`config.mk`:
```
export PLATFORM = sky130hd
export DESIGN_NAME = phase_mode_fault_supervisor
export DESIGN_NICKNAME = d
export VERILOG_FILES = /design/src/hw/phase_supervisor_pkg.sv /design/src/hw/phase_mode_fault_supervisor.sv
export VERILOG_INCLUDE_DIRS = /design/src /design/src/hw
export SDC_FILE = /design/constraint.sdc
export NUM_CORES = 1
export LEC_CHECK = 0
export ABC_AREA = 1
export BUFFER_PORTS_ARGS = -buffer_cell sky130_fd_sc_hd__buf_2
export CORE_AREA = 2 2 234 178
export CTS_CLUSTER_SIZE = 25
export DETAILED_ROUTE_END_ITERATION = 8
export DIE_AREA = 0 0 236 180
export GPL_ROUTABILITY_DRIVEN = 0
export HOLD_SLACK_MARGIN = 0.15
export PLACE_DENSITY_LB_ADDON = 0.3
export SYNTH_ARGS = -nofsm -noshare
export SYNTH_HDL_FRONTEND = slang
export SYNTH_SLANG_ARGS = --single-unit
```
`constraint.sdc`:
```
create_clock -name i_clk -period 16.05 [get_ports i_clk]
set_input_delay 3.21 -clock i_clk [delete_from_list [all_inputs] [get_ports i_clk]]
set_output_delay 3.21 -clock i_clk [all_outputs]
set_load 0.005 [all_outputs]
```
`src/hw/phase_supervisor_regs.svh`:
```
// Purpose: Constants for the phase mode and fault supervisor.
// Assumes: A 20 MHz system clock.
// Notes: Times are kept in their own unit; cycle counts derive from them.
`ifndef PHASE_SUPERVISOR_REGS_SVH
`define PHASE_SUPERVISOR_REGS_SVH

// Clock rate in kHz, so that cycles = time_us * rate / 1000.
`define CLK_KHZ 20000

// Fault persistence and start-up times.
`define OC_PERSIST_US 120
`define OC_PERSIST_CYC ((`OC_PERSIST_US * `CLK_KHZ) / 1000)
`define FAULT_PERSIST_MS 1
`define FAULT_PERSIST_CYC (`FAULT_PERSIST_MS * `CLK_KHZ)
`define START_DELAY_MS 100
`define START_DELAY_CYC (`START_DELAY_MS * `CLK_KHZ)
`define OUTPUT_VALID_FLAG_DELAY_US 7600
`define OUTPUT_VALID_FLAG_DELAY_CYC ((`OUTPUT_VALID_FLAG_DELAY_US * `CLK_KHZ) / 1000)

// Glitch filter lengths in switching periods.
`define IDLE_PERIODS 3'h2
`define DCM_PERIODS 3'h7

// Bit positions inside the synchronised input vector.
`define IN_ENABLE 0
`define IN_SUPPLY 1
`define IN_SLEEP_N 2
`define IN_OC_FULL 3
`define IN_OC_HALF 4
`define IN_OC_WAY 5
`define IN_UNBAL 6
`define IN_UNDER 7
`define IN_OVER 8
`define IN_OV_HIGH 9
`define IN_OV_LOW 10
`define IN_OV_REARM 11
`define IN_RAMP_DONE 12
`define IN_AT_TARGET 13
`define IN_IDLE_ZERO 14
`define IN_REVERSE 15
`define IN_CODE_LSB 16
`define IN_WIDTH 22

// Reset value of the whole state record.
`define STATE_RESET '0

`endif

```
`src/hw/phase_supervisor_pkg.sv`:
```
// Purpose: Types for the phase mode and fault supervisor.
// Assumes: The constants header is on the include path.
// Notes: One packed record holds every flip-flop of the block.
`include "phase_supervisor_regs.svh"
package phase_supervisor_pkg;
   typedef enum {ST_OFF, ST_DELAY, ST_SOFT, ST_PG_WAIT, ST_RUN, ST_SHUT}
      power_state_type;
   typedef enum {MODE_CCM2, MODE_SHIFT, MODE_ONE, MODE_DE1} phase_mode_type;

   typedef struct packed {
      logic [`IN_WIDTH-1:0] sync1;
      logic [`IN_WIDTH-1:0] sync2;
      logic [5:0] code_prev;
      logic slp_prev;
      logic rd_prev;
      power_state_type pstate;
      phase_mode_type mode;
      logic [23:0] timer;
      logic [2:0] low_cnt;
      logic vid_busy;
      logic slew_up;
      logic [23:0] oc_cnt;
      logic [23:0] ub_cnt;
      logic [23:0] uv_cnt;
      logic [23:0] ov_cnt;
      logic flt_oc;
      logic flt_way;
      logic flt_ub;
      logic flt_uv;
      logic flt_ov;
      logic flt_ov18;
      logic clamp_on;
      logic ph1_en;
      logic ph2_en;
      logic low_force;
      logic low_block;
      logic de_mode;
      logic two_phase;
      logic half_thr;
      logic shift_cur;
      logic output_valid_flag;
      logic slow_slew;
      logic fast_slew;
      logic src;
      logic snk;
   } state_type;
endpackage : phase_supervisor_pkg

```
`src/hw/phase_mode_fault_supervisor.sv`:
```
// Purpose: Phase mode selection and fault supervision of a two-phase
//    core regulator controller.
// Assumes: Analog comparators and pins arrive asynchronously; the
//    switching period tick comes from the modulator on i_clk.
// Notes: A drive enable low means the phase output is three-stated.
// Behaviour
// - Sleep request high runs two-phase CCM; low runs one-phase diode emulation.
// - In diode emulation, reverse current turns the low-side switch off.
// - Code change with sleep request delays single-phase entry until ramp ends.
// - Code change while in diode emulation returns at once to two phases.
// - A sleep request shorter than two switching periods never idles a phase.
// - Automatic DCM needs the sleep request held seven switching periods.
// - Dropping a phase shifts current first and waits for zero idle current.
// - Overcurrent uses full threshold in two-phase, half in single-phase.
// - Overload under 2.5x latches fault after 120 us; drives off, power-good low.
// - Overload above 2.5x turns drives off and power-good low within 2 us.
// - Phase unbalance over 9 mV for 1 ms in two-phase CCM shuts down.
// - Output 300 mV low for 1 ms latches undervoltage, drives off.
// - Output 200 mV high for 1 ms drops power-good but keeps regulating.
// - Enable low or supply loss clears faults except 1.8 V; restart soft.
// - Above 1.8 V clamp low-side on until 0.85 V; repeat above 1.7 V.
// - The 1.8 V latch clears only by supply loss; detector active while enable and supply are present.
// - Slow slew during start-up, fast afterwards; source rising, sink falling.
// - Start-up always runs two-phase CCM whatever the sleep request.
// - After enable with supply valid wait 100 ms before the ramp.
// - Power-good rises 7.6 ms after the output reaches target.
`include "phase_supervisor_regs.svh"
module phase_mode_fault_supervisor
   import phase_supervisor_pkg::*;
#(
   parameter logic [23:0] OC_CYC = 24'(`OC_PERSIST_CYC),
   parameter logic [23:0] FAULT_CYC = 24'(`FAULT_PERSIST_CYC),
   parameter logic [23:0] START_CYC = 24'(`START_DELAY_CYC),
   parameter logic [23:0] PG_CYC = 24'(`OUTPUT_VALID_FLAG_DELAY_CYC)
) (
   input wire logic i_clk, // System clock, 20 MHz.
   input wire logic i_rst, // Asynchronous reset, active high.
   input wire logic i_regulator_enable_in, // Enable pin.
   input wire logic i_supply_ok, // Supply above 4 V.
   input wire logic i_sleep_request_n, // Sleep request, low asks sleep.
   input wire logic [5:0] i_voltage_code, // Voltage code from processor.
   input wire logic i_sw_period_tick, // One pulse per switching period.
   input wire logic i_oc_full, // Load above full threshold.
   input wire logic i_oc_half, // Load above half threshold.
   input wire logic i_oc_way, // Load above 2.5 times threshold.
   input wire logic i_unbalance, // Sense difference above 9 mV.
   input wire logic i_under_volt, // Output 300 mV below target.
   input wire logic i_over_volt, // Output 200 mV above target.
   input wire logic i_ov_high, // Output above 1.8 V.
   input wire logic i_ov_low, // Output below 0.85 V.
   input wire logic i_ov_rearm, // Output above 1.7 V.
   input wire logic i_ramp_done, // Soft reference reached the code.
   input wire logic i_at_target, // Output within window of target.
   input wire logic i_idle_zero, // Idling phase current at zero.
   input wire logic i_reverse_current, // Reverse inductor current seen.
   output logic o_phase_one_drive, // Phase one enabled, else tristate.
   output logic o_phase_two_drive, // Phase two enabled, else tristate.
   output logic o_low_side_force, // Low-side switches forced on.
   output logic o_low_side_block, // Low-side switch held off.
   output logic o_diode_emulation_mode, // One-phase diode emulation.
   output logic o_two_phase, // Two phases carry current.
   output logic o_current_shift, // Shifting current off phase two.
   output logic o_half_threshold, // Half overcurrent threshold used.
   output logic o_output_valid_flag, // Power-good.
   output logic o_slow_slew, // Start-up slew source selected.
   output logic o_fast_slew, // Normal slew source selected.
   output logic o_slew_source, // Slew current flows in.
   output logic o_slew_sink, // Slew current flows out.
   output logic [5:0] o_fault_flags // {ov18, ov, uv, ub, way, oc}.
);

   state_type st_reg;
   state_type st_next;

   // Saturating persistence count; any gap in the condition restarts it.
   function automatic logic [23:0] persist(input logic cond,
         input logic [23:0] cnt, input logic [23:0] lim);
      if (!cond) begin
         return 24'h0;
      end
      if (cnt < lim) begin
         return cnt + 24'h1;
      end
      return cnt;
   endfunction : persist

   logic [`IN_WIDTH-1:0] s;
   logic [5:0] code;
   logic enabled;
   logic code_chg;
   logic regulating;
   logic force_two;
   logic shutdown;
   logic drive;

   // All next-state logic of the block.
   always_comb begin
      st_next = st_reg;
      s = st_reg.sync2;
      code = s[`IN_CODE_LSB +: 6];
      st_next.sync1 = {i_voltage_code, i_reverse_current, i_idle_zero,
         i_at_target, i_ramp_done, i_ov_rearm, i_ov_low, i_ov_high,
         i_over_volt, i_under_volt, i_unbalance, i_oc_way, i_oc_half,
         i_oc_full, i_sleep_request_n, i_supply_ok, i_regulator_enable_in};
      st_next.sync2 = st_reg.sync1;
      enabled = s[`IN_ENABLE] && s[`IN_SUPPLY];
      code_chg = code != st_reg.code_prev;
      st_next.code_prev = code;
      st_next.slp_prev = s[`IN_SLEEP_N];
      st_next.rd_prev = s[`IN_RAMP_DONE];
      regulating = st_reg.pstate inside {ST_SOFT, ST_PG_WAIT, ST_RUN};

      // Code tracking; lower code means higher voltage. The ramp ends on a
      // rising edge of ramp-done so a stale level cannot end it early.
      if (code_chg) begin
         st_next.vid_busy = 1'b1;
         st_next.slew_up = code < st_reg.code_prev;
      end else if (s[`IN_RAMP_DONE] && !st_reg.rd_prev) begin
         st_next.vid_busy = 1'b0;
      end

      // Sleep glitch filter in switching periods.
      if (s[`IN_SLEEP_N] || s[`IN_SLEEP_N] != st_reg.slp_prev) begin
         st_next.low_cnt = 3'h0;
      end else if (i_sw_period_tick && st_reg.low_cnt < `DCM_PERIODS) begin
         st_next.low_cnt = st_reg.low_cnt + 3'h1;
      end

      // Persistence timers on the clock time base.
      st_next.oc_cnt = persist(regulating && (st_reg.two_phase ?
         s[`IN_OC_FULL] : s[`IN_OC_HALF]), st_reg.oc_cnt, OC_CYC);
      st_next.ub_cnt = persist(regulating && st_reg.mode == MODE_CCM2 &&
         s[`IN_UNBAL], st_reg.ub_cnt, FAULT_CYC);
      st_next.uv_cnt = persist(st_reg.pstate inside {ST_PG_WAIT, ST_RUN} &&
         s[`IN_UNDER], st_reg.uv_cnt, FAULT_CYC);
      st_next.ov_cnt = persist(regulating && s[`IN_OVER], st_reg.ov_cnt,
         FAULT_CYC);

      // Clears come first so that a fault seen in the same cycle wins.
      if (!enabled) begin
         st_next.flt_oc = 1'b0;
         st_next.flt_way = 1'b0;
         st_next.flt_ub = 1'b0;
         st_next.flt_uv = 1'b0;
         st_next.flt_ov = 1'b0;
      end
      if (!s[`IN_SUPPLY]) begin
         st_next.flt_ov18 = 1'b0;
         st_next.clamp_on = 1'b0;
      end
      if (st_next.oc_cnt == OC_CYC) begin
         st_next.flt_oc = 1'b1;
      end
      if (regulating && s[`IN_OC_WAY]) begin
         st_next.flt_way = 1'b1;
      end
      if (st_next.ub_cnt == FAULT_CYC) begin
         st_next.flt_ub = 1'b1;
      end
      if (st_next.uv_cnt == FAULT_CYC) begin
         st_next.flt_uv = 1'b1;
      end
      if (st_next.ov_cnt == FAULT_CYC) begin
         st_next.flt_ov = 1'b1;
      end

      // The 1.8 V detector watches whenever the part is enabled, even
      // after another fault has turned the drives off.
      if (enabled && s[`IN_OV_HIGH]) begin
         st_next.flt_ov18 = 1'b1;
         st_next.clamp_on = 1'b1;
      end else if (st_reg.flt_ov18 && st_reg.clamp_on && s[`IN_OV_LOW]) begin
         st_next.clamp_on = 1'b0;
      end else if (st_reg.flt_ov18 && s[`IN_OV_REARM]) begin
         st_next.clamp_on = 1'b1;
      end
      shutdown = st_next.flt_oc || st_next.flt_way || st_next.flt_ub ||
         st_next.flt_uv || st_next.flt_ov18;

      // Power sequence.
      case (st_reg.pstate)
         ST_OFF: begin
            st_next.timer = 24'h0;
            if (enabled && !st_reg.flt_ov18) begin
               st_next.pstate = ST_DELAY;
            end
         end
         ST_DELAY: begin
            st_next.timer = st_reg.timer + 24'h1;
            if (st_reg.timer == START_CYC - 24'h1) begin
               st_next.pstate = ST_SOFT;
               st_next.timer = 24'h0;
            end
         end
         ST_SOFT: begin
            if (s[`IN_AT_TARGET]) begin
               st_next.pstate = ST_PG_WAIT;
            end
         end
         ST_PG_WAIT: begin
            st_next.timer = st_reg.timer + 24'h1;
            if (st_reg.timer == PG_CYC - 24'h1) begin
               st_next.pstate = ST_RUN;
            end
         end
         ST_RUN: begin
            st_next.timer = 24'h0;
         end
         ST_SHUT: begin
            st_next.timer = 24'h0;
         end
         default: begin
            st_next.pstate = ST_OFF;
         end
      endcase
      if (!enabled) begin
         st_next.pstate = ST_OFF;
      end else if (shutdown && st_next.pstate != ST_OFF) begin
         st_next.pstate = ST_SHUT;
      end

      // Phase mode; start-up, sleep release and code moves force two phases.
      force_two = st_reg.pstate != ST_RUN || s[`IN_SLEEP_N] || code_chg ||
         st_reg.vid_busy;
      if (force_two) begin
         st_next.mode = MODE_CCM2;
      end else begin
         case (st_reg.mode)
            MODE_CCM2: begin
               if (st_reg.low_cnt >= `IDLE_PERIODS) begin
                  st_next.mode = MODE_SHIFT;
               end
            end
            MODE_SHIFT: begin
               if (s[`IN_IDLE_ZERO]) begin
                  st_next.mode = MODE_ONE;
               end
            end
            MODE_ONE: begin
               if (st_reg.low_cnt >= `DCM_PERIODS) begin
                  st_next.mode = MODE_DE1;
               end
            end
            MODE_DE1: begin
               st_next.mode = MODE_DE1;
            end
            default: begin
               st_next.mode = MODE_CCM2;
            end
         endcase
      end

      // Registered outputs; the 200 mV fault leaves the drives running.
      drive = st_next.pstate inside {ST_SOFT, ST_PG_WAIT, ST_RUN} &&
         !shutdown;
      st_next.ph1_en = drive;
      st_next.ph2_en = drive && st_next.mode inside {MODE_CCM2, MODE_SHIFT};
      st_next.low_force = st_next.flt_ov18 && st_next.clamp_on;
      st_next.low_block = drive && st_next.mode == MODE_DE1 &&
         s[`IN_REVERSE];
      st_next.de_mode = st_next.mode == MODE_DE1;
      st_next.two_phase = st_next.mode inside {MODE_CCM2, MODE_SHIFT};
      st_next.half_thr = !st_next.two_phase;
      st_next.shift_cur = st_next.mode == MODE_SHIFT;
      st_next.output_valid_flag = st_next.pstate == ST_RUN && !shutdown &&
         !st_next.flt_ov;
      st_next.slow_slew = st_next.pstate inside {ST_DELAY, ST_SOFT};
      st_next.fast_slew = st_next.pstate inside {ST_PG_WAIT, ST_RUN};
      st_next.src = st_next.pstate == ST_SOFT ||
         (st_next.fast_slew && st_next.vid_busy && st_next.slew_up);
      st_next.snk = st_next.fast_slew && st_next.vid_busy &&
         !st_next.slew_up;
   end

   // The only register process of the block.
   always_ff @(posedge i_clk or posedge i_rst) begin
      if (i_rst) begin
         st_reg <= `STATE_RESET;
      end else begin
         st_reg <= st_next;
      end
   end

   assign o_phase_one_drive = st_reg.ph1_en;
   assign o_phase_two_drive = st_reg.ph2_en;
   assign o_low_side_force = st_reg.low_force;
   assign o_low_side_block = st_reg.low_block;
   assign o_diode_emulation_mode = st_reg.de_mode;
   assign o_two_phase = st_reg.two_phase;
   assign o_current_shift = st_reg.shift_cur;
   assign o_half_threshold = st_reg.half_thr;
   assign o_output_valid_flag = st_reg.output_valid_flag;
   assign o_slow_slew = st_reg.slow_slew;
   assign o_fast_slew = st_reg.fast_slew;
   assign o_slew_source = st_reg.src;
   assign o_slew_sink = st_reg.snk;
   assign o_fault_flags = {st_reg.flt_ov18, st_reg.flt_ov, st_reg.flt_uv,
      st_reg.flt_ub, st_reg.flt_way, st_reg.flt_oc};
endmodule : phase_mode_fault_supervisor

```
==> results.py, run 1 <==
metrics = {
    "global_routing": {
        "overflow": 0,
        "grt_usage_pct": 12.2,
        "grt_max_degree": 98,
        "antenna_found_initial": 1,
        "grt_pass1_wl_mm": 43.3,
        "grt_pass1_vias": 8723,
    },
    "yosys": {
        "synth_area_um2": 11900,
        "synth_edf_count": 0,
        "synth_top_family_by_area": "simple AND/OR/NAND/NOR gates",
        "synthMuxAreaShare_pct": 0.0944,
        "synth_xor_area_share_pct": 1.84,
        "syn_inst": 1376,
        "synth.yosys.seq_area_share_pct": 54.8,
        "synthesis.yosys.warnings": 0,
        "synthArstFlopShare_pct": 100,
        "syn_area_per_cell_um2": 8.67,
        "synthTopCellsByCount": "283 x nand2_1, 261 x dfrtp_1, 209 x nor2_1",
        "yosysMostFrequentCell": "nand2_1",
        "synth_fa_ha_area_share_pct": 1.47,
        "yosys.area.top_type": "dfrtp_1",
        "synthFlopType": "dfrtp_1",
        "synth_seq_cells": 261,
        "synth-compound-area-share_pct": 7.11,
        "synth_area_leaders": "dfrtp_1 55%, nand2_1 8.9%, nor2_1 6.6%",
        "synthSimpleGateAreaFrac_pct": 27.0,
        "yosysUniqueCellTypes": 57,
        "synth.top_cell.area_share_pct": 54.8,
    },
    "routing": {
        "drt_first_iter_violations": 774,
        "dr.pass1.iters": 5,
        "ant_nets": 0,
        "num_vias": 8962,
        "via_per_inst": 4.41,
        "drt-wirelength-per-cell_um": 12.5,
        "drc": 0,
        "wl_mm": 25.4,
    },
    "cells_and_area": {
        "multi_input_comb_area_um2": 4690,
        "postLayoutCellArea_um2": 13800,
        "n_fill_cell": 4128,
        "num-nets-final": 1524,
        "areaGrowthSynthToFinish_pct": 15.8,
        "seqCellArea_um2": 6530,
        "n_antenna_cell": 0,
        "largest_reg_flops": 198,
        "drive_gt1_share_pct": 10.8,
        "final_util_pct": 34.3,
    },
    "floorplan": {
        "num_io_pins": 44,
        "num_rows": 64,
        "die_area_um2": 42500,
        "die_h_um": 180,
        "initial_core_util_pct": 29.6,
        "core_um2": 40300,
        "die_x_um": 236,
    },
    "clock_tree": {
        "post_cts_resized": 0,
        "cts_setup_buffers": 0,
        "cts_buffer_depth": 3,
        "cts_tree": "done",
        "cts.sinks": 261,
        "postCtsHoldBufs": 0,
        "insertion_delay_ps": 550,
        "path_clk_slew_ps": 60,
        "cts_max_level": 1,
        "cts_root_buf": "clkbuf_16",
        "numCtsBuffers": 29,
    },
    "setup_path": {
        "worstPathArrival_ps": 5730,
        "worstPathRequired_ps": 16580,
        "start_kind": "input pin",
        "path_class": "input pin to asynchronous set/reset pin",
        "end_kind": "asynchronous set/reset pin",
        "r2r_slack_ps": 12690,
        "critPathMaxFanout": 97,
    },
    "status": {
        "outcome": "finished, final reports clean",
    },
    "sta": {
        "period_share_pct": 32.4,
        "drv_slew": 0,
        "fin_skew_ps": 7.88,
        "slew_headroom_pct": 30.3,
        "hold-worst-slack_ps": 347,
        "finalSetupViolCount": 0,
        "rsz0062_at_grt": "no",
        "finalCriticalPeriod_ps": 5200,
        "hold_viol": 0,
        "fmax_ghz": 0.192,
        "worstMarginPinSlew_ps": 1050,
        "setup_tns_ps": 0,
    },
    "worst_hold_path": {
        "min_path_type": "flip-flop to flip-flop",
    },
    "placement": {
        "hpwlAfterDp_mm": 17.6,
        "dpl-instance-area_um2": 12900,
        "numPortBuffers": 43,
    },
    "power": {
        "total_power_mw": 1.36,
        "power_density_nw_per_um2": 98.4,
        "leakage_nw": 6.52,
        "ir_worst_vdd_mv": 0.0713,
    },
    "job": {
        "drv_cap": 0,
    },
}
[worst paths after layout]
| check | startpoint | endpoint | cells past startpoint |
|---|---|---|---|
| max | i_rst | o_low_side_force$_DFF_PP0_ | 4 |
| min | st_next[238]$_DFF_PP0_ | s[21]$_DFF_PP0_ | 0 |
| max reg2reg | st_reg[200]$_DFF_PP0_ | o_phase_two_drive$_DFF_PP0_ | 21 |
| min reg2reg | st_next[238]$_DFF_PP0_ | s[21]$_DFF_PP0_ | 0 |
| max in group i_clk | o_fault_flags[5]$_DFF_PP0_ | o_fault_flags[5] | 1 |
| min in group asynchronous | i_rst | o_output_valid_flag$_DFF_PP0_ | 2 |
[cells by family (layout without fill, tap and decap cells)]
kind of cell / count (synthesis) / count (layout)
DFF: 261 / 261
AOI/OAI and AO/OA: 139 / 139
and+or+nand+nor: 714 / 714
xor gates and xnor gates: 25 / 25
other: 1 / 59
adders and majority gates: 14 / 14
muxes: 1 / 1
buffers and inverters: 221 / 292
[cell usage in the layout (no fill, tap or decap), types with 8 or more instances in the layout]
master,synthesis,routed
nand2_1,283,283
dfrtp_1,261,261
nor2_1,209,209
inv_1,172,171
nand3_1,82,82
conb_1,1,59
a21oi_1,53,53
buf_2,1,43
nor3_1,34,34
nand4_1,33,33
o21ai_0,33,33
clkbuf_16,0,29
xor2_1,22,22
inv_2,19,19
nor4_1,19,19
ha_1,14,14
nand3_2,10,10
o21ai_1,10,10
nand2_2,8,8
[area by class of cell]
class                           count  share of cell area [%]
Clock buffer                       40                    5.99
Clock inverter                     11                   0.806
Inverter                          195                    5.43
Multi-Input combinational cell    952                    34.0
Sequential cell                   261                    47.3
Tap cell                          528                    4.78
Timing Repair Buffer               46                    1.72
[report_power, final]
part | switching, mW | internal [mW] | total (mW)
Combinational | 0.0223 | 0.00701 | 0.0293
Sequential | 0.00550 | 0.674 | 0.679
Clock | 0.261 | 0.389 | 0.650
[through the flow]
stage | setup slack (ps) | std cells
2_1_floorplan | 5660 | 1434
3_3_place_gp | 10090 | 1982
3_5_place_dp | 10060 | 1982
4_1_cts | 10670 | 2033
5_1_grt | 10300 | 2033
6_report | 10850 | 2033
[metal layers]
layer,vias to the layer above,routed length (um),global-route usage [%]
li1,4570,-,-
met1,4209,12900,17.8
met2,142,11000,18.6
met3,41,936,2.18
met4,0,565,3.08
met5,-,0,0
[critical path, stage by stage]
cell	delay (ps)
buf_2	130
inv_8	450
buf_4	920
buf_4	910
No activity file was read; power rests on OpenSTA's default activity.
==> inputs of run 2 (changes only) <==
==> constraint.sdc (replaced) <==
create_clock -name i_clk -period 4.6 [get_ports i_clk]
set_input_delay 0.92 -clock i_clk [delete_from_list [all_inputs] [get_ports i_clk]]
set_output_delay 0.92 -clock i_clk [all_outputs]
set_load 0.005 [all_outputs]
==> results.py, run 2 (same netlist as run 1, synthesis figures left out) <==
metrics = {
    "status": {
        "outcome": "finished, final reports clean",
    },
    "setup_path": {
        "r2r_cells": 19,
        "crit_start": "st_reg[172]$_DFF_PP0_",
        "end_kind": "flip-flop",
        "start_kind": "flip-flop",
        "rr_endpoint": "o_slew_sink$_DFF_PP0_",
        "worstPathCellList": "nor2_1 > nand2_1 > nor2_1 > nand2_1 > nor3b_2 > nand2_4 > clkinv_4 > nand4_1 > nor2_1 > nand3_1 > nor2_1 > nor2_2 > nand3_2 > nand2_2 > a21oi_2 > nand3_2 > nand2_2 > nand2_1 > nor2_1",
        "critPathBufInv": 1,
        "critPathTopFamily": "simple AND/OR/NAND/NOR gates",
        "critPathCapture": "o_slew_sink$_DFF_PP0_",
        "crit_cells": 19,
        "cpMostUsedCell": "nor2_1",
        "worstPathRequired_ps": 5080,
        "worstPathArrival_ps": 3660,
        "critPathMaxFanout": 11,
        "crit_path_top_delay_cell": "nor3b_2",
        "r2r_slack_ps": 1420,
        "cpPeakStageDelay_ps": 740,
        "path_class": "flip-flop to flip-flop",
        "r2r-start": "st_reg[172]$_DFF_PP0_",
    },
    "clock_tree": {
        "cts.sinks": 261,
        "cts_tree": "done",
        "cts_setup_buffers": 0,
        "insertion_delay_ps": 560,
        "post_cts_resized": 0,
        "postCtsHoldBufs": 0,
        "cts_max_level": 1,
        "cts_buffer_depth": 3,
        "numCtsBuffers": 27,
        "cts_root_buf": "clkbuf_16",
        "path_clk_slew_ps": 60,
    },
    "routing": {
        "via_per_inst": 4.44,
        "dr.pass1.iters": 4,
        "drc": 0,
        "ant_nets": 0,
        "num_vias": 9011,
        "wl_mm": 25.4,
        "drt_first_iter_violations": 756,
        "drt-wirelength-per-cell_um": 12.5,
    },
    "cells_and_area": {
        "areaGrowthSynthToFinish_pct": 16.1,
        "most-common-layout-cells": "283 x nand2_1, 261 x dfrtp_1, 209 x nor2_1",
        "layout_commonest_cell": "nand2_1",
        "n_antenna_cell": 0,
        "largest_reg_flops": 198,
        "num-nets-final": 1523,
        "drive_gt1_share_pct": 10.9,
    },
    "placement": {
        "hpwlAfterDp_mm": 18.0,
        "numPortBuffers": 43,
    },
    "power": {
        "ir_worst_vdd_mv": 0.250,
        "leakage_nw": 6.52,
        "power_density_nw_per_um2": 347,
    },
    "sta": {
        "fmax_ghz": 0.315,
        "finalSetupViolCount": 0,
        "finalCriticalPeriod_ps": 3180,
        "drv_slew": 0,
        "slew_headroom_pct": 26.3,
        "setup_tns_ps": 0,
        "hold_viol": 0,
        "rsz0062_at_grt": "no",
        "period_share_pct": 69.1,
        "worstMarginPinSlew_ps": 1110,
        "fin_skew_ps": 13.6,
        "hold-worst-slack_ps": 350,
    },
    "global_routing": {
        "grt_max_degree": 175,
        "overflow": 0,
        "antenna_found_initial": 1,
        "grt_usage_pct": 12.4,
        "use_met2_pct": 18.4,
        "grt_pass1_vias": 8865,
        "grt_use_met3_pct": 2.53,
        "grt_pass1_wl_mm": 43.8,
        "grt_busiest_layer": "met2",
        "grt_use_met1_pct": 18.2,
    },
    "floorplan": {
        "die_h_um": 180,
        "initial_core_util_pct": 29.6,
        "core_um2": 40300,
        "die_area_um2": 42500,
        "num_io_pins": 44,
        "die_x_um": 236,
        "num_rows": 64,
    },
    "job": {
        "drv_cap": 0,
    },
    "worst_hold_path": {
        "min_path_type": "flip-flop to flip-flop",
        "hp-start": "st_next[219]$_DFF_PP0_",
    },
}
[run 2: changes by cell type in the layout (fill, tap and decap cells not counted), moves of 2 or more]
cell and delta:
clkbuf_16 -2, clkinv_2 -5, clkbuf_1 -5, bufinv_16 +2, inv_6 +2
[run 2: metal layers]
metal / vias to the layer above / wire length, um / part of all wire, %
li1: 4572 / - / -
met1: 4255 / 12900 / 51
met2: 155 / 10600 / 42
met3: 29 / 1290 / 5.1
met4: 0 / 587 / 2.3
met5: - / 0 / 0
[run 2: worst min-delay path by stage]
stage / end / slack, ps / depth (start not counted)
2_1_floorplan: s[0]$_DFF_PP0_ / 330 / 0
3_3_place_gp: s[17]$_DFF_PP0_ / 330 / 0
3_5_place_dp: s[4]$_DFF_PP0_ / 340 / 0
4_1_cts: s[2]$_DFF_PP0_ / 350 / 0
5_1_grt: s[1]$_DFF_PP0_ / 360 / 0
6_report: s[2]$_DFF_PP0_ / 350 / 0
[run 2: layout make-up]
cell class | instances | area, um^2
timing repair buffer | 47 | 258
inverter | 195 | 746
sequential | 261 | 6530
clock inverter | 12 | 196
clock buffer | 33 | 758
tap | 528 | 661
fill | 4097 | 26400
multi-input combinational | 952 | 4690
[run 2: where the power goes]
part / leakage (nW) / internal, mW / switching, mW
combinational: 2.68 / 0.0259 / 0.0775
clock: 0.474 / 1.40 / 0.932
sequential: 3.37 / 2.35 / 0.0198
[run 2: worst register-to-register path, cell delays in order (launching register included)]
cell	delay, ps
dfrtp_1	370
nor2_1	110
nand2_1	60
nor2_1	100
nand2_1	150
nor3b_2	740
nand2_4	130
clkinv_4	120
nand4_1	100
nor2_1	100
nand3_1	80
nor2_1	240
nor2_2	80
nand3_2	100
nand2_2	80
a21oi_2	190
nand3_2	130
nand2_2	100
nand2_1	50
nor2_1	90
[run 2: per-stage QoR]
stage	instances	util (%)	setup slack [ps]	instance area, um^2	power, mW
final	2028	34.4	1420	13800	4.81
after global routing	2028	34.4	1020	13800	5.02
after CTS	2028	34.4	1400	13800	4.90
after detailed placement	1983	32.0	1400	12900	2.52
after global placement	1983	32.0	1450	12900	2.52
after floorplan	1434	-	238	12100	2.48
==> inputs of run 3 (changes only) <==
--- a/config.mk
+++ b/config.mk
@@ -6,12 +6,12 @@
 export SDC_FILE = /design/constraint.sdc
 export NUM_CORES = 1
 export LEC_CHECK = 0
-export ABC_AREA = 1
+export ABC_AREA = 0
 export BUFFER_PORTS_ARGS = -buffer_cell sky130_fd_sc_hd__buf_2
-export CORE_AREA = 2 2 234 178
+export CORE_AREA = 2 2 222 170
 export CTS_CLUSTER_SIZE = 25
 export DETAILED_ROUTE_END_ITERATION = 8
-export DIE_AREA = 0 0 236 180
+export DIE_AREA = 0 0 224 172
 export GPL_ROUTABILITY_DRIVEN = 0
 export HOLD_SLACK_MARGIN = 0.15
 export PLACE_DENSITY_LB_ADDON = 0.3
==> constraint.sdc (replaced) <==
create_clock -name i_clk -period 2.93 [get_ports i_clk]
set_input_delay 0.586 -clock i_clk [delete_from_list [all_inputs] [get_ports i_clk]]
set_output_delay 0.586 -clock i_clk [all_outputs]
set_load 0.005 [all_outputs]
==> results.py, run 3 <==
metrics = {
    "yosys": {
        "synth.top_cell.area_share_pct": 60.7,
        "synth-compound-area-share_pct": 6.95,
        "synthMuxAreaShare_pct": 0.965,
        "yosysMostFrequentCell": "dfrtp_1",
        "syn_area_per_cell_um2": 11.1,
        "synthFlopType": "dfrtp_1",
        "synth_edf_count": 0,
        "synth.yosys.seq_area_share_pct": 60.7,
        "synth_area_um2": 10800,
        "synth_fa_ha_area_share_pct": 1.63,
        "synth_top_family_by_area": "simple AND/OR/NAND/NOR gates",
        "synthArstFlopShare_pct": 100,
        "syn_inst": 965,
        "synthTopCellsByCount": "261 x dfrtp_1, 103 x nor2_1, 70 x nand2_1",
        "synthSimpleGateAreaFrac_pct": 21.7,
        "yosys.area.top_type": "dfrtp_1",
        "synth_area_leaders": "dfrtp_1 61%, nor2_1 3.6%, xor2_1 2.8%",
        "synthesis.yosys.warnings": 0,
        "synth_seq_cells": 261,
        "synth_xor_area_share_pct": 5.45,
        "yosysUniqueCellTypes": 76,
    },
    "power": {
        "p_int_mw": 5.85,
        "power_frac_comb_pct": 2.7,
        "p_switching_mw": 1.54,
        "seq_power_share_pct": 50.4,
        "leakage_nw": 6.00,
        "p_sw_share_pct": 20.8,
        "power_density_nw_per_um2": 551,
        "ir_worst_vdd_mv": 0.334,
        "p_clk_share_pct": 46.9,
    },
    "setup_path": {
        "r2r_cells": 8,
        "path_class": "flip-flop to flip-flop",
        "critPathCapture": "o_slew_sink$_DFF_PP0_",
        "cpPeakStageDelay_ps": 500,
        "crit_start": "st_reg[139]$_DFFE_PP0P_",
        "rr_endpoint": "o_slew_sink$_DFF_PP0_",
        "worstPathArrival_ps": 3310,
        "r2r_slack_ps": 60,
        "start_kind": "flip-flop",
        "worstPathCellList": "or4b_1 > or4b_1 > or4_4 > a22o_1 > o21a_4 > nor2_4 > a21oi_2 > nor4b_2",
        "crit_path_top_delay_cell": "or4b_1",
        "end_kind": "flip-flop",
        "r2r-start": "st_reg[139]$_DFFE_PP0P_",
        "critPathMaxFanout": 4,
        "cpMostUsedCell": "or4b_1",
        "worstPathRequired_ps": 3370,
    },
    "global_routing": {
        "grt_busiest_layer": "met1",
        "grt_pass1_vias": 7135,
        "overflow": 0,
        "grt_pass1_wl_mm": 37.3,
        "antenna_found_initial": 0,
        "grt_max_degree": 95,
        "grt_use_met1_pct": 18.5,
        "grt_use_met3_pct": 2.53,
        "grt_usage_pct": 11.9,
        "use_met2_pct": 16.7,
    },
    "routing": {
        "wl_mm": 22.3,
        "drt-wirelength-per-cell_um": 13.6,
        "ant_nets": 0,
        "via_per_inst": 4.53,
        "num_vias": 7447,
        "drt_first_iter_violations": 422,
        "drc": 0,
        "dr.pass1.iters": 4,
    },
    "worst_hold_path": {
        "holdPathStages": 1,
        "min_path_type": "input pin to flip-flop",
    },
    "floorplan": {
        "die_area_um2": 38500,
        "die_x_um": 224,
        "initial_core_util_pct": 29.6,
        "num_rows": 61,
        "die_h_um": 172,
        "core_um2": 36400,
        "num_io_pins": 44,
    },
    "cells_and_area": {
        "n_antenna_cell": 0,
        "multi_input_comb_area_um2": 4220,
        "n_fill_cell": 3581,
        "num-nets-final": 1193,
        "drive_gt1_share_pct": 16.3,
        "layout_commonest_cell": "dfrtp_1",
        "postLayoutCellArea_um2": 13400,
        "areaGrowthSynthToFinish_pct": 24.7,
        "most-common-layout-cells": "261 x dfrtp_1, 103 x nor2_1, 70 x nand2_1",
        "largest_reg_flops": 198,
        "seqCellArea_um2": 6530,
    },
    "clock_tree": {
        "path_clk_slew_ps": 60,
        "cts.sinks": 261,
        "cts_max_level": 1,
        "cts_buffer_depth": 3,
        "cts_root_buf": "clkbuf_16",
        "cts_tree": "done",
        "insertion_delay_ps": 540,
        "numCtsBuffers": 26,
    },
    "sta": {
        "period_share_pct": 97.8,
        "setup_tns_ps": 0,
        "rsz0062_at_grt": "yes",
        "worstMarginPinSlew_ps": 663,
        "fmax_ghz": 0.349,
        "fin_skew_ps": 16.9,
        "hold_viol": 0,
        "drv_slew": 0,
        "finalCriticalPeriod_ps": 2870,
        "finalSetupViolCount": 0,
        "slew_headroom_pct": 55.5,
    },
    "status": {
        "outcome": "finished, final reports clean",
    },
    "placement": {
        "dpl-instance-area_um2": 12200,
        "numPortBuffers": 43,
        "hpwlAfterDp_mm": 15.7,
    },
    "job": {
        "drv_cap": 0,
    },
}
[run 3: cell count changes after synthesis, sizes merged, moves of 13 or more]
cell	previous run	this run
a21oi	56	21
and2	1	32
and3	2	36
clkbuf	9	27
inv	191	30
nand2	298	71
nand3	93	44
nor2	218	104
nor4	19	35
xnor2	3	32
xor2	22	35
[run 3: kinds of logic after synthesis]
logic type	after synthesis
buffers and inverters	66
adder cells (fa/ha/maj)	14
XOR/XNOR	67
AO/OA/AOI/OAI	110
AND/OR/NAND/NOR	436
other	1
flip-flops	261
multiplexers	10
[run 3: power groups by stage]
stage	registers, mW	logic, mW	clock network, mW
floorplan	3.78	0.108	0
global placement	3.79	0.182	0
detailed placement	3.79	0.183	0
CTS	3.72	0.206	3.59
global route	3.73	0.236	3.73
finish	3.72	0.200	3.47
[run 3: what timing repair did]
item / CTS / global route
endpoints found under the setup margin: 1 / 11
gates resized for setup: 0 / 11
hold endpoints to repair: 50 / 0
hold buffers: 22 / 0
pin swaps: 1 / 8
buffers inserted: 0 / 3
[run 3: worst min-delay path by stage]
stage	startpoint	endpoint	slack, ps
2_1_floorplan	st_next[217]$_DFF_PP0_	s[0]$_DFF_PP0_	330
3_3_place_gp	st_next[236]$_DFF_PP0_	s[19]$_DFF_PP0_	330
3_5_place_dp	st_next[217]$_DFF_PP0_	s[0]$_DFF_PP0_	330
4_1_cts	i_reverse_current	st_next[232]$_DFF_PP0_	170
5_1_grt	i_reverse_current	st_next[232]$_DFF_PP0_	170
6_report	i_reverse_current	st_next[232]$_DFF_PP0_	180
[run 3: area by class of cell]
cell class / instances / share of cell area [%]
timing repair buffer: 139 / 7.85
clock inverter: 9 / 1.03
tap: 472 / 4.40
sequential: 261 / 48.7
clock buffer: 38 / 5.72
multi-input combinational: 696 / 31.5
inverter: 30 / 0.867
[run 3: worst max-delay path: cells and delay by family, from the launching register on]
kind / cells / cell delay, ps
flip-flops: 1 / 370
AND/OR/NAND/NOR: 5 / 1870
AO/OA/AOI/OAI: 3 / 530
[run 3: per-layer routing]
layer	up-vias	wire, um	part of all wire, %
li1	3683	-	-
met1	3629	11900	53
met2	107	8980	40
met3	28	1020	4.6
met4	0	388	1.7
met5	-	0	0
[run 3: metrics by stage]
stage          cells  worst slack (ps)  power, mW  util [%]  hold slack, ps
5_1_grt         1645             -54.8       7.69      36.9             167
3_5_place_dp    1573             -19.9       3.97      33.5             335
6_report        1645              63.8       7.39      36.9             181
2_1_floorplan   1023             -1100       3.89         -             331
4_1_cts         1642              4.12       7.52      36.6             168
3_3_place_gp    1573              41.9       3.97      33.5             332
